`config.mk`:
```
export PLATFORM = sky130hd
export DESIGN_NAME = csc_clock_ctrl
export DESIGN_NICKNAME = d
export VERILOG_FILES = /design/src/hdl/csc_pkg.sv /design/src/hdl/csc_clock_ctrl.sv /design/src/hdl/csc_pin_sync.sv
export SDC_FILE = /design/constraint.sdc
export NUM_CORES = 1
export LEC_CHECK = 0
export ABC_AREA = 1
export BUFFER_PORTS_ARGS = -buffer_cell sky130_fd_sc_hd__buf_4
export CAP_MARGIN = 20
export CORE_AREA = 2 2 85 87
export CTS_CLUSTER_DIAMETER = 200
export DETAILED_ROUTE_END_ITERATION = 8
export DIE_AREA = 0 0 87 89
export GPL_TIMING_DRIVEN = 0
export PLACE_DENSITY_LB_ADDON = 0.08
export SYNTH_ARGS = -nofsm -noshare
export SYNTH_HDL_FRONTEND = slang
export SYNTH_SLANG_ARGS = --single-unit
export TNS_END_PERCENT = 10
```
`constraint.sdc`:
```
create_clock -name i_mclk -period 2.9 [get_ports i_mclk]
set_input_delay 0.725 -clock i_mclk [delete_from_list [all_inputs] [get_ports i_mclk]]
set_output_delay 0.725 -clock i_mclk [all_outputs]
set_load 0.01 [all_outputs]
```
`src/hdl/csc_pkg.sv`:
```
// Package for the clock source and start-up controller: fuse codes,
// cycle counts, state and sleep-mode types, and the carriers.
// Assumes a single system clock; all counts but the prescaler's are in ticks of slower clocks.
package csc_pkg;

  // Fuse polarity: a programmed fuse reads as zero
  localparam logic C_PROGRAMMED = 1'b0;

  // Source-select codes
  localparam logic [3:0] C_SRC_LP_MIN = 4'h8;
  localparam logic [3:0] C_SRC_FS_MIN = 4'h6;
  localparam logic [3:0] C_SRC_LF_MIN = 4'h4;
  localparam logic [3:0] C_SRC_RC128 = 4'h3;
  localparam logic [3:0] C_SRC_RCCAL = 4'h2;
  localparam logic [3:0] C_SRC_RSVD = 4'h1;
  localparam logic [3:0] C_SRC_EXT = 4'h0;

  // Factory default fuse setting
  localparam logic [3:0] C_DEF_SRC = 4'h2;
  localparam logic [1:0] C_DEF_SUT = 2'h2;
  localparam logic C_DEF_DIV8 = 1'b0;

  // Time-out lengths in watchdog oscillator cycles
  localparam logic [15:0] C_TOUT_NONE = 16'h0000;
  localparam logic [15:0] C_TOUT_SHORT = 16'h0200;
  localparam logic [15:0] C_TOUT_LONG = 16'h2000;

  // Oscillator start-up lengths in oscillator cycles
  localparam logic [15:0] C_SU_EXT = 16'h0006;
  localparam logic [15:0] C_SU_258 = 16'h0102;
  localparam logic [15:0] C_SU_1K = 16'h0400;
  localparam logic [15:0] C_SU_16K = 16'h4000;
  localparam logic [15:0] C_SU_32K = 16'h8000;
  localparam logic [15:0] C_RESET_EXTRA_CK = 16'h000e;

  // Divide-by-eight prescaler
  localparam logic [2:0] C_DIV8_LAST = 3'h7;

  // Asynchronous pin inputs, by index
  localparam int C_NPINS = 5;
  localparam int C_PIN_WDT = 0;
  localparam int C_PIN_OSC = 1;
  localparam int C_PIN_EXTINT = 2;
  localparam int C_PIN_USI = 3;
  localparam int C_PIN_TWI = 4;

  typedef enum logic [2:0] {
    SLP_IDLE, SLP_CONV, SLP_PDOWN, SLP_PSAVE, SLP_STBY, SLP_XSTBY
  } csc_sleep_t;

  typedef enum logic [2:0] {
    ST_RESET, ST_TIMEOUT, ST_STARTUP, ST_RUN, ST_SLEEP
  } csc_state_t;

  typedef enum logic [2:0] {
    SRC_LP_XTAL, SRC_FS_XTAL, SRC_LF_XTAL, SRC_RC128, SRC_RC_CAL, SRC_EXT, SRC_RSVD
  } csc_src_t;

  typedef struct packed {
    logic [3:0] clock_source_select;
    logic [1:0] startup_time_select;
    logic divide_by_eight_fuse;
  } csc_fuse_t;

  // Clock-domain enables, one bit per domain
  typedef struct packed {
    logic core_clock;
    logic peripheral_clock;
    logic nvm_interface_clock;
    logic async_timer_clock;
    logic converter_clock;
  } csc_gate_t;

  typedef struct packed {
    logic meta;
    logic level;
    logic last;
  } csc_sync_t;

  typedef struct packed {
    csc_state_t state;
    csc_fuse_t fuse;
    csc_sleep_t mode;
    logic [15:0] cnt;
    logic from_reset;
    logic [2:0] div;
    csc_gate_t gate;
    logic int_reset;
    logic async_wake;
    csc_src_t src;
    logic reserved;
  } csc_regs_t;

endpackage

```
`src/hdl/csc_clock_ctrl.sv`:
```
// Clock source decode, reset time-out, oscillator start-up count,
// divide-by-eight prescaler and per-domain clock enables.
// Assumes one 10 MHz system clock; oscillator and watchdog clocks arrive
// as slow asynchronous pins and are only sampled, never used as clocks.
//
// Overview of operation
// [RQ1] Four-bit source-select field picks crystal, RC, external clock or reserved code.
// [RQ2] Every fuse bit: one means unprogrammed, zero means programmed.
// [RQ3] Factory default: calibrated RC, start-up 10, divide-by-eight programmed.
// [RQ4] Internal reset stays on for a time-out after other resets release.
// [RQ5] Time-out counts watchdog cycles: 0, 512 or 8192, chosen by fuses.
// [RQ6] Ripple counter on oscillator holds reset for start-up count, then releases.
// [RQ7] Start-up count depends on clock type, 6 up to 32K cycles.
// [RQ8] Reset start applies time-out and start-up; power-save/down wake only start-up.
// [RQ9] Zero time-out option exists, meant for use with brown-out detection.
// [RQ10] Core clock feeds register file and stack; halting it stops the core.
// [RQ11] Peripheral clock drives timers and ports; some interrupts detected when halted.
// [RQ12] Serial start and two-wire address detected asynchronously in sleep.
// [RQ13] Flash interface clock runs together with the core clock.
// [RQ14] Asynchronous timer clock keeps running in sleep for real-time counting.
// [RQ15] Converter has its own clock so core and peripheral clocks may halt.
// [RQ16] Unused domains are gated off according to sleep mode.
// [RQ17] Low-power crystal: lowest select bit and start-up bits pick 258 to 16K.
// [RQ18] Start-up counter restarts from zero on reset release and every wake; only power-down and power-save wakes run start-up, others go straight to run.
`timescale 1ns/1ps
`default_nettype none
module csc_clock_ctrl #(
  parameter logic [15:0] P_TOUT_LONG = csc_pkg::C_TOUT_LONG,
  parameter logic [15:0] P_SU_16K = csc_pkg::C_SU_16K,
  parameter logic [15:0] P_SU_32K = csc_pkg::C_SU_32K
) (
  input wire logic i_mclk,
  input wire logic i_resetn,
  input wire csc_pkg::csc_fuse_t i_fuse,
  input wire logic i_other_reset,
  input wire logic i_wdt_osc_clk,
  input wire logic i_osc_clk,
  input wire logic i_ext_int_pin,
  input wire logic i_usi_start_pin,
  input wire logic i_twi_addr_match,
  input wire logic i_sleep_req,
  input wire csc_pkg::csc_sleep_t i_sleep_mode,
  input wire logic i_wake_req,
  output logic o_internal_reset,
  output csc_pkg::csc_gate_t o_gate,
  output csc_pkg::csc_src_t o_source,
  output logic o_source_reserved,
  output logic o_async_wake
);

  csc_pkg::csc_regs_t r;
  csc_pkg::csc_regs_t n;
  logic [csc_pkg::C_NPINS-1:0] pin_vec;
  logic [csc_pkg::C_NPINS-1:0] pin_rise;
  logic [15:0] tout_target;
  logic [15:0] su_target;
  logic sys_tick;
  logic wake;
  logic pin_wake;
  csc_pkg::csc_gate_t on;

  // Every asynchronous pin passes the same two-flop synchroniser
  assign pin_vec = {i_twi_addr_match, i_usi_start_pin, i_ext_int_pin, i_osc_clk, i_wdt_osc_clk};
  for (genvar g = 0; g < csc_pkg::C_NPINS; g++) begin : g_sync
    csc_pin_sync u_sync (
      .i_mclk(i_mclk),
      .i_resetn(i_resetn),
      .i_pin(pin_vec[g]),
      .o_rise(pin_rise[g])
    );
  end

  // Source decode from the select field
  function automatic csc_pkg::csc_src_t src_of(logic [3:0] s);
    if (s >= csc_pkg::C_SRC_LP_MIN) return csc_pkg::SRC_LP_XTAL; // RQ1
    else if (s >= csc_pkg::C_SRC_FS_MIN) return csc_pkg::SRC_FS_XTAL;
    else if (s >= csc_pkg::C_SRC_LF_MIN) return csc_pkg::SRC_LF_XTAL;
    else if (s == csc_pkg::C_SRC_RC128) return csc_pkg::SRC_RC128;
    else if (s == csc_pkg::C_SRC_RCCAL) return csc_pkg::SRC_RC_CAL;
    else if (s == csc_pkg::C_SRC_EXT) return csc_pkg::SRC_EXT;
    else return csc_pkg::SRC_RSVD;
  endfunction

  // Time-out length; LP and FS crystals use select bit 0 with the start-up bits
  function automatic logic [15:0] tout_of(csc_pkg::csc_fuse_t f);
    logic [2:0] k;
    csc_pkg::csc_src_t s;
    k = {f.clock_source_select[0], f.startup_time_select};
    s = src_of(f.clock_source_select);
    if (s == csc_pkg::SRC_LP_XTAL || s == csc_pkg::SRC_FS_XTAL) begin
      case (k)
        3'h2, 3'h5: return csc_pkg::C_TOUT_NONE; // RQ9
        3'h0, 3'h3, 3'h6: return csc_pkg::C_TOUT_SHORT; // RQ5
        default: return P_TOUT_LONG;
      endcase
    end else begin
      case (f.startup_time_select)
        2'h0: return csc_pkg::C_TOUT_NONE; // RQ9
        2'h1: return csc_pkg::C_TOUT_SHORT;
        default: return P_TOUT_LONG; // RQ5
      endcase
    end
  endfunction

  // Oscillator start-up length by clock type
  function automatic logic [15:0] su_of(csc_pkg::csc_fuse_t f);
    logic [2:0] k;
    csc_pkg::csc_src_t s;
    k = {f.clock_source_select[0], f.startup_time_select};
    s = src_of(f.clock_source_select);
    if (s == csc_pkg::SRC_LP_XTAL || s == csc_pkg::SRC_FS_XTAL) begin
      case (k)
        3'h0, 3'h1: return csc_pkg::C_SU_258; // RQ17
        3'h2, 3'h3, 3'h4: return csc_pkg::C_SU_1K;
        default: return P_SU_16K;
      endcase
    end else if (s == csc_pkg::SRC_LF_XTAL) begin
      return P_SU_32K; // RQ7
    end else begin
      return csc_pkg::C_SU_EXT;
    end
  endfunction

  assign tout_target = tout_of(r.fuse);
  // The extra cycles apply only when starting from reset
  assign su_target = r.from_reset ? 16'(su_of(r.fuse) + csc_pkg::C_RESET_EXTRA_CK)
                                  : su_of(r.fuse);

  // Prescaler tick; an unprogrammed fuse lets every cycle through
  assign sys_tick = (r.fuse.divide_by_eight_fuse == csc_pkg::C_PROGRAMMED) ?
                    (r.div == csc_pkg::C_DIV8_LAST) : 1'b1; // RQ2

  // Asynchronously detected pins still wake the part while clocks are gated
  assign pin_wake = pin_rise[csc_pkg::C_PIN_EXTINT] | pin_rise[csc_pkg::C_PIN_USI] |
                    pin_rise[csc_pkg::C_PIN_TWI]; // RQ11 RQ12
  assign wake = pin_wake | i_wake_req;

  // Which domains run, by state and sleep mode
  always_comb begin
    on = '0;
    if (r.state == csc_pkg::ST_RUN) begin
      on = '1; // RQ10 RQ13
    end else if (r.state == csc_pkg::ST_SLEEP) begin
      case (r.mode)
        csc_pkg::SLP_IDLE: begin
          on.peripheral_clock = 1'b1;
          on.async_timer_clock = 1'b1;
          on.converter_clock = 1'b1;
        end
        csc_pkg::SLP_CONV: begin
          on.async_timer_clock = 1'b1; // RQ14
          on.converter_clock = 1'b1; // RQ15
        end
        csc_pkg::SLP_PSAVE, csc_pkg::SLP_XSTBY: begin
          on.async_timer_clock = 1'b1; // RQ14
        end
        default: on = '0; // RQ16
      endcase
    end
  end

  // Next-state logic for the whole controller
  always_comb begin
    n = r;
    n.async_wake = 1'b0;
    n.div = (r.fuse.divide_by_eight_fuse == csc_pkg::C_PROGRAMMED) ? 3'(r.div + 3'h1) : 3'h0;
    n.src = src_of(r.fuse.clock_source_select);
    n.reserved = (n.src == csc_pkg::SRC_RSVD);
    case (r.state)
      csc_pkg::ST_RESET: begin
        // Fuses are read while held in reset
        n.fuse = i_fuse;
        n.cnt = 16'h0000; // RQ18
        n.from_reset = 1'b1;
        if (!i_other_reset && !r.reserved) begin
          n.state = (tout_target == csc_pkg::C_TOUT_NONE) ? csc_pkg::ST_STARTUP
                                                          : csc_pkg::ST_TIMEOUT; // RQ4 RQ9
        end
      end
      csc_pkg::ST_TIMEOUT: begin
        if (pin_rise[csc_pkg::C_PIN_WDT]) begin
          if (r.cnt == 16'(tout_target - 16'h0001)) begin
            n.state = csc_pkg::ST_STARTUP; // RQ5
            n.cnt = 16'h0000; // RQ18
          end else begin
            n.cnt = 16'(r.cnt + 16'h0001);
          end
        end
      end
      csc_pkg::ST_STARTUP: begin
        if (pin_rise[csc_pkg::C_PIN_OSC]) begin
          if (r.cnt == 16'(su_target - 16'h0001)) begin
            n.state = csc_pkg::ST_RUN; // RQ6
            n.cnt = 16'h0000;
          end else begin
            n.cnt = 16'(r.cnt + 16'h0001);
          end
        end
      end
      csc_pkg::ST_RUN: begin
        if (i_sleep_req) begin
          n.mode = i_sleep_mode;
          n.state = csc_pkg::ST_SLEEP;
        end
      end
      csc_pkg::ST_SLEEP: begin
        n.async_wake = pin_wake;
        if (wake) begin
          // Only the deep modes stop the oscillator and need a fresh start-up
          if (r.mode == csc_pkg::SLP_PDOWN || r.mode == csc_pkg::SLP_PSAVE) begin
            n.state = csc_pkg::ST_STARTUP; // RQ8
            n.cnt = 16'h0000; // RQ18
            n.from_reset = 1'b0;
          end else begin
            n.state = csc_pkg::ST_RUN;
          end
        end
      end
      default: n.state = csc_pkg::ST_RESET;
    endcase
    if (i_other_reset) begin
      n.state = csc_pkg::ST_RESET;
    end
    n.int_reset = (n.state == csc_pkg::ST_RESET) || (n.state == csc_pkg::ST_TIMEOUT) ||
                  (n.state == csc_pkg::ST_STARTUP && n.from_reset); // RQ4 RQ6
    n.gate = on & {5{sys_tick}}; // RQ3 RQ16
  end

  // Register the state; fuse latch resets to the factory default
  always_ff @(posedge i_mclk) begin
    if (!i_resetn) begin
      r <= '0;
      r.state <= csc_pkg::ST_RESET;
      r.fuse <= '{csc_pkg::C_DEF_SRC, csc_pkg::C_DEF_SUT, csc_pkg::C_DEF_DIV8}; // RQ3
      r.mode <= csc_pkg::SLP_IDLE;
      r.src <= csc_pkg::SRC_RC_CAL;
      r.from_reset <= 1'b1;
      r.int_reset <= 1'b1;
    end else begin
      r <= n;
    end
  end

  assign o_internal_reset = r.int_reset;
  assign o_gate = r.gate;
  assign o_source = r.src;
  assign o_source_reserved = r.reserved;
  assign o_async_wake = r.async_wake;
endmodule
`default_nettype wire

```
`src/hdl/csc_pin_sync.sv`:
```
// Two-stage synchroniser with rising-edge detect for one asynchronous input.
// Assumes the input toggles slower than half the system clock rate.
`timescale 1ns/1ps
`default_nettype none
module csc_pin_sync (
  input wire logic i_mclk,
  input wire logic i_resetn,
  input wire logic i_pin,
  output logic o_rise
);

  csc_pkg::csc_sync_t r;
  csc_pkg::csc_sync_t n;

  // Only the second stage feeds the edge detector; meta stays private
  always_comb begin
    n = r;
    n.meta = i_pin;
    n.level = r.meta;
    n.last = r.level;
  end

  always_ff @(posedge i_mclk) begin
    if (!i_resetn) begin
      r <= '0;
    end else begin
      r <= n;
    end
  end

  assign o_rise = r.level & ~r.last;

endmodule
`default_nettype wire

```
==> impl_metrics.csv, run 1 <==
group,metric,value,unit
run_status,status,"finished, final reports clean",
final_layout,areaGrowthSynthToFinish,24.5,%
synthesis,synth_enable_flop_cells,0,
critical_path,crit_path_max_fanout,5,
route,viasPerCell,5.11,
clock_network,cts_tree,"built",
critical_path,r2r-end,"r[30]",
clock_network,cts_hold_buffers,0,
clock_network,clkLatencyLatePin,0.35,ns
timing,worst_slew_pin_slew,0.671,ns
die,die_w,87,um
placement,gp_congestion,0.879,
power_and_ir_drop,power,0.00232,W
timing,setup_viol,0,
global_routing,antenna_found_initial,0,
critical_path,cp-endpoint,"r[30]",
critical_path,worstSetupPathType,"reg -> reg",
placement,placed_area,0.00366,mm^2
critical_path,rrSetupSlack,0.1,ns
timing,finClkSkew,0.0110,ns
synthesis,synth_area_leader_cell,"dfxtp_1",
global_routing,grt-ovfl-total,0,
critical_path,path_buf_inv,5,
global_routing,grt_first_pass_wirelength,13600,um
route,dr.first_iter.drc_count,244,
power_and_ir_drop,clock_power_share,41.0,%
timing,hold_viol,0,
placement,dpl.hpwl,5840,um
synthesis,avgSynthCellArea,6.84,um^2
power_and_ir_drop,max-vdd-ir-drop,0.401,mV
timing,slew_violations,0,
critical_path,reg2reg_from,"r[40]",
critical_path,cp_num_cells,25,
critical_path,r2r_cells,25,
timing,grt_setup_unrepaired,"true",
clock_network,path_clk_slew,0.08,ns
final_layout,layout.nets,573,
critical_path,required,3.11,ns
final_layout,fill_cells,622,
final_layout,final_cell_area,0.00415,mm^2
power_and_ir_drop,power.density,560,mW/mm^2
global_routing,grt_max_degree,13,
power_and_ir_drop,p_seq_share,37.0,%
placement,io_buffers,29,
synthesis,synth.most_common_cell,"nand2_1",
timing,period_minus_slack,2.80,ns
final_layout,antennaDiodeCount,0,
clock_network,root_buffer,"clkbuf_8",
die,core,0.00672,mm^2
global_routing,first_global_vias,2981,
clock_network,numCtsBuffers,9,
critical_path,critPathLaunch,"r[40]",
flow_run,drv_cap,0,
route,routedWlPerCell,13.0,um
power_and_ir_drop,p_leak,1.93,nW
die,ios,31,
die,die_area,0.00774,mm^2
synthesis,async_flop_share,0,%
timing,max_freq,0.357,GHz
die,start_util,49.6,%
timing,fin_crit_sh,96.6,%
critical_path,cpPeakStageDelay,0.37,ns
critical_path,crit_arrival,3.01,ns
timing,finalSetupTns,0,ns
synthesis,synth_area_leaders,"dfxtp_1 35%, nand2_1 13%, inv_1 8.4%, nor2_1 5.1%, nand3_1 5.0%",
route,drc_errors,0,
power_and_ir_drop,p_sw,0.000699,W
synthesis,yosys_warnings,0,
critical_path,endpoint_kind,"register",
clock_network,clkSinkCount,58,
die,dieHeight,89,um
clock_network,cts_max_level,3,
final_layout,final_util,61.8,%
synthesis,synth_fp_nets,516,
synthesis,synthTopCellsByCount,"114 x nand2_1, 75 x inv_1, 58 x dfxtp_1",
clock_network,ctsLongestPathBuffers,2,
synthesis,synth.distinct_cells,41,
critical_path,slowest_stage,"dfxtp_4",
min_path,worstHoldPathType,"reg -> reg",
timing,hold_ws,0.408,ns
synthesis,synth_cells,487,
timing,relSlewSlack,55.3,%
synthesis,synth_area,0.00333,mm^2
critical_path,worstSetupStartpointType,"register",
synthesis,ys.flop_type,"dfxtp_1",
route,routed_wl,8150,um
die,rows,30,
synthesis,yosysTopAreaCellShare,34.8,%
min_path,holdPathStages,2,
critical_path,critPathTopFamily,"simple AND/OR/NAND/NOR gates",
synthesis,ys_seq_area_share,34.8,%
power_and_ir_drop,cellInternalPower,0.00162,W
final_layout,drive_gt1_share,26.2,%
power_and_ir_drop,netSwitchingFraction,30.1,%
global_routing,track_usage,22.7,%
power_and_ir_drop,p_comb_share,22.0,%
synthesis,ys_ff_latch,58,
route,route.antenna.remaining_nets,0,
route,first_pass_iters,5,
route,vias,3213,
[worst min-delay path by stage]
| stage | start | end | slack, ns |
|---|---|---|---|
| floorplan | g_sync[0].u_sync.n[1] | g_sync[0].u_sync.n[0] | 0.39 |
| global placement | g_sync[1].u_sync.n[1] | g_sync[1].u_sync.n[0] | 0.39 |
| detailed placement | g_sync[0].u_sync.n[1] | g_sync[0].u_sync.n[0] | 0.40 |
| CTS | g_sync[4].u_sync.n[1] | g_sync[4].u_sync.n[0] | 0.41 |
| global route | g_sync[2].u_sync.n[1] | g_sync[2].u_sync.n[0] | 0.43 |
| finish | g_sync[4].u_sync.n[1] | g_sync[4].u_sync.n[0] | 0.41 |
[layer usage]
| metal | global-route usage [%] | wire length [um] |
|---|---|---|
| met1 | 29.3 | 3750 |
| met2 | 37.9 | 3800 |
| met3 | 4.71 | 451 |
| met4 | 7.81 | 148 |
| met5 | 0 | 0 |
[placed cells by master, fill, tap and decap left out, types with 10 or more instances in the layout]
cell type / Yosys / final
nand2_1: 114 / 111
dfxtp_1: 58 / 53
a21oi_1: 25 / 22
inv_1: 75 / 70
nor2_1: 45 / 42
o21ai_0: 20 / 20
nand2_2: 9 / 10
nand3_2: 8 / 10
buf_4: 9 / 53
nand3_1: 33 / 31
[cells by family after synthesis]
family,share of synthesized area [%]
flops,34.8
fa+ha+maj,3.60
xor+xnor,2.36
simple gates,33.8
compound gates,12.5
buf+inv,12.9
[flip-flops by register name, indices dropped and copies added, names as in the netlist]
register	count
g_sync.u_sync.n	10
o_internal_reset	1
o_source_reserved	1
o_gate	4
g_sync.u_sync.r	5
o_async_wake	1
o_source	3
r	33
[layout make-up]
class                   count  area [um^2]  area share (%)
multi-input cells         327         1820            43.8
flip-flops and latches     58         1170            28.2
repair buffers             46          369            8.89
inverters                  81          314            7.57
plain buffers              21          129            3.11
clock inverters             7          125            3.01
clock buffers               9          124            2.98
well taps                  80          100            2.41
[power groups by stage]
stage	registers [W]	logic (W)	clock network [W]
after floorplan	0.000869	0.000315	0
after global placement	0.000873	0.000415	0
after detailed placement	0.000873	0.000420	0
after CTS	0.000857	0.000492	0.000963
after global routing	0.000863	0.000570	0.00100
final	0.000859	0.000511	0.000953
[metrics by stage]
| step | setup WS, ns | instances |
|---|---|---|
| 2_1_floorplan | 0.00523 | 487 |
| 3_3_place_gp | -0.367 | 596 |
| 3_5_place_dp | -0.378 | 596 |
| 4_1_cts | 0.00867 | 627 |
| 5_1_grt | -0.110 | 629 |
| 6_report | 0.0981 | 629 |
[worst reg2reg max path, stage by stage, from the launching register on]
cell and delay, ns:
dfxtp_4 0.37, inv_6 0.07, nand2_4 0.05, nand3_4 0.09
inv_4 0.04, nor2_4 0.12, inv_2 0.05, ha_4 0.22
inv_4 0.07, nand2_4 0.05, a21oi_4 0.15, ha_4 0.23
nand2_2 0.06, o21a_1 0.10, nand3_1 0.06, nor2_1 0.09
nand2_1 0.06, nor2_1 0.09, nand2_1 0.08, nor2_2 0.13
nand2_2 0.07, nand2_2 0.07, nand2_4 0.09, buf_8 0.15
nand3_2 0.06, a21oi_2 0.05
[what timing repair did]
action,in CTS,in global routing
cloned,1,0
setup buffers,14,2
gates resized for setup,18,12
pin swaps,11,12
setup endpoints to repair,18,18
(Power assumes the default switching activity.)
==> inputs of run 2 (changes only) <==
--- a/config.mk
+++ b/config.mk
@@ -14,6 +14,7 @@
 export DIE_AREA = 0 0 87 89
 export GPL_TIMING_DRIVEN = 0
 export PLACE_DENSITY_LB_ADDON = 0.08
+export SETUP_SLACK_MARGIN = 0.15
 export SYNTH_ARGS = -nofsm -noshare
 export SYNTH_HDL_FRONTEND = slang
 export SYNTH_SLANG_ARGS = --single-unit
==> impl_metrics.csv, run 2 (synthesis gave the netlist of run 1 again) <==
group,metric,value,unit
run_status,status,"finished, final reports clean",
clock_network,clkSinkCount,58,
clock_network,numCtsBuffers,9,
min_path,hold_start,"g_sync[4].u_sync.n[1]",
final_layout,final_util,60.6,%
min_path,holdPathStages,2,
critical_path,crit_arrival,3.09,ns
final_layout,antennaDiodeCount,0,
die,die_area,0.00774,mm^2
timing,hold_viol,0,
die,dieHeight,89,um
route,first_pass_iters,4,
timing,grt_setup_unrepaired,"true",
critical_path,reg2reg_from,"r[40]",
final_layout,final_cell_mix,"110 x nand2_1, 70 x inv_1, 53 x dfxtp_1, 48 x buf_4, 42 x nor2_1",
critical_path,r2r_cells,25,
placement,dpl.hpwl,5780,um
global_routing,track_usage,21.6,%
critical_path,crit_path_max_fanout,10,
power_and_ir_drop,p_leak,1.89,nW
final_layout,drive_gt1_share,25.0,%
global_routing,grt_max_degree,12,
critical_path,endpoint_kind,"register",
route,route.antenna.remaining_nets,0,
min_path,worst_hold_path.endpoint,"g_sync[4].u_sync.n[0]",
clock_network,path_clk_slew,0.07,ns
timing,worst_slew_pin_slew,0.678,ns
final_layout,layout.nets,567,
global_routing,grt-ovfl-total,0,
critical_path,worstSetupPathType,"reg -> reg",
final_layout,largest_register_ffs,33,
final_layout,top_register,"r",
power_and_ir_drop,max-vdd-ir-drop,0.321,mV
placement,post-place-ws,-0.193,ns
route,dr.first_iter.drc_count,164,
route,routed_wl,7880,um
route,vias,3137,
die,core,0.00672,mm^2
clock_network,clkLatencyLatePin,0.34,ns
global_routing,grt_first_pass_wirelength,13100,um
clock_network,cts_max_level,3,
final_layout,final_common_cell,"nand2_1",
timing,period_minus_slack,2.88,ns
timing,setup_viol,0,
placement,io_buffers,29,
die,die_w,87,um
final_layout,areaGrowthSynthToFinish,22.2,%
timing,finClkSkew,0.0100,ns
die,ios,31,
route,routedWlPerCell,12.7,um
timing,max_freq,0.347,GHz
global_routing,antenna_found_initial,0,
clock_network,cts_hold_buffers,0,
timing,setup_ws,0.0152,ns
critical_path,rrSetupSlack,0.02,ns
timing,fin_crit_sh,99.5,%
flow_run,drv_cap,0,
timing,slew_violations,0,
die,rows,30,
global_routing,first_global_vias,2897,
min_path,worstHoldPathType,"reg -> reg",
critical_path,required,3.11,ns
placement,gp_congestion,0.904,
route,viasPerCell,5.04,
route,drc_errors,0,
critical_path,r2r-end,"r[19]",
timing,relSlewSlack,54.8,%
clock_network,root_buffer,"clkbuf_8",
clock_network,cts_tree,"built",
power_and_ir_drop,power.density,539,mW/mm^2
die,start_util,49.6,%
clock_network,ctsLongestPathBuffers,2,
critical_path,worstSetupStartpointType,"register",
==> run 2: per-stage QoR <==
stage	cells	hold slack, ns	instance area [um^2]	total power, W	TNS [ns]
global route	623	0.440	4070	0.00231	-1.97
detailed placement	596	0.398	3690	0.00131	-1.79
CTS	618	0.421	3970	0.00217	0
floorplan	487	0.390	3370	0.00120	0
global placement	596	0.395	3690	0.00130	-1.54
finish	623	0.416	4070	0.00220	0
==> run 2: how the worst max path moves through the flow <==
stage	depth (start not counted)	to	slack [ns]	start
floorplan	25	r[18]	0.16	r[40]
global placement	25	r[18]	-0.18	r[40]
detailed placement	25	r[18]	-0.19	r[40]
CTS	25	r[18]	0.04	r[40]
global route	25	o_internal_reset	-0.13	r[40]
finish	25	r[19]	0.02	r[40]
==> run 2: layout make-up <==
cell class	instances	area, um^2
sequential	58	1170
clock buffer	10	138
inverter	81	317
buffer	21	134
tap	80	100
clock inverter	6	90.1
multi-input combinational	327	1810
timing repair buffer	40	313
fill	637	2650
==> run 2: worst max-delay path, cell delays in order (launching register included) <==
cell and delay (ns):
dfxtp_4 0.36, inv_6 0.07, nand2_4 0.07, nand3_4 0.08
inv_4 0.04, nor2_4 0.12, inv_2 0.05, ha_4 0.23
inv_4 0.07, nand2_4 0.05, a21oi_4 0.15, ha_4 0.23
nand2_2 0.06, o21a_1 0.11, nand3_1 0.06, nor2_1 0.11
nand2_1 0.06, nor2_1 0.11, nand2_1 0.10, nor2_4 0.14
nand2_2 0.06, nand2_2 0.08, nand2_4 0.07, buf_12 0.15
nand2_1 0.07, a21oi_2 0.05
==> run 2: routing by layer <==
metal	vias up	track usage (%)	routed length, um
met5	-	0	0
met4	0	8.81	169
met3	15	3.32	297
met2	68	35.5	3700
met1	1412	28.6	3710
li1	1642	-	-
==> run 2: what timing repair did <==
action / 4_1_cts / 5_1_grt
gates cloned: 0 / 0
gates resized for setup: 5 / 17
pin swaps: 3 / 9
endpoints found under the hold margin: 0 / 0
buffers inserted: 6 / 5
endpoints found under the setup margin: 18 / 18
==> run 2: report_power, final <==
part | internal [W] | switching, W
clock network | 0.000508 | 0.000344
registers | 0.000833 | 0.0000253
logic | 0.000195 | 0.000289
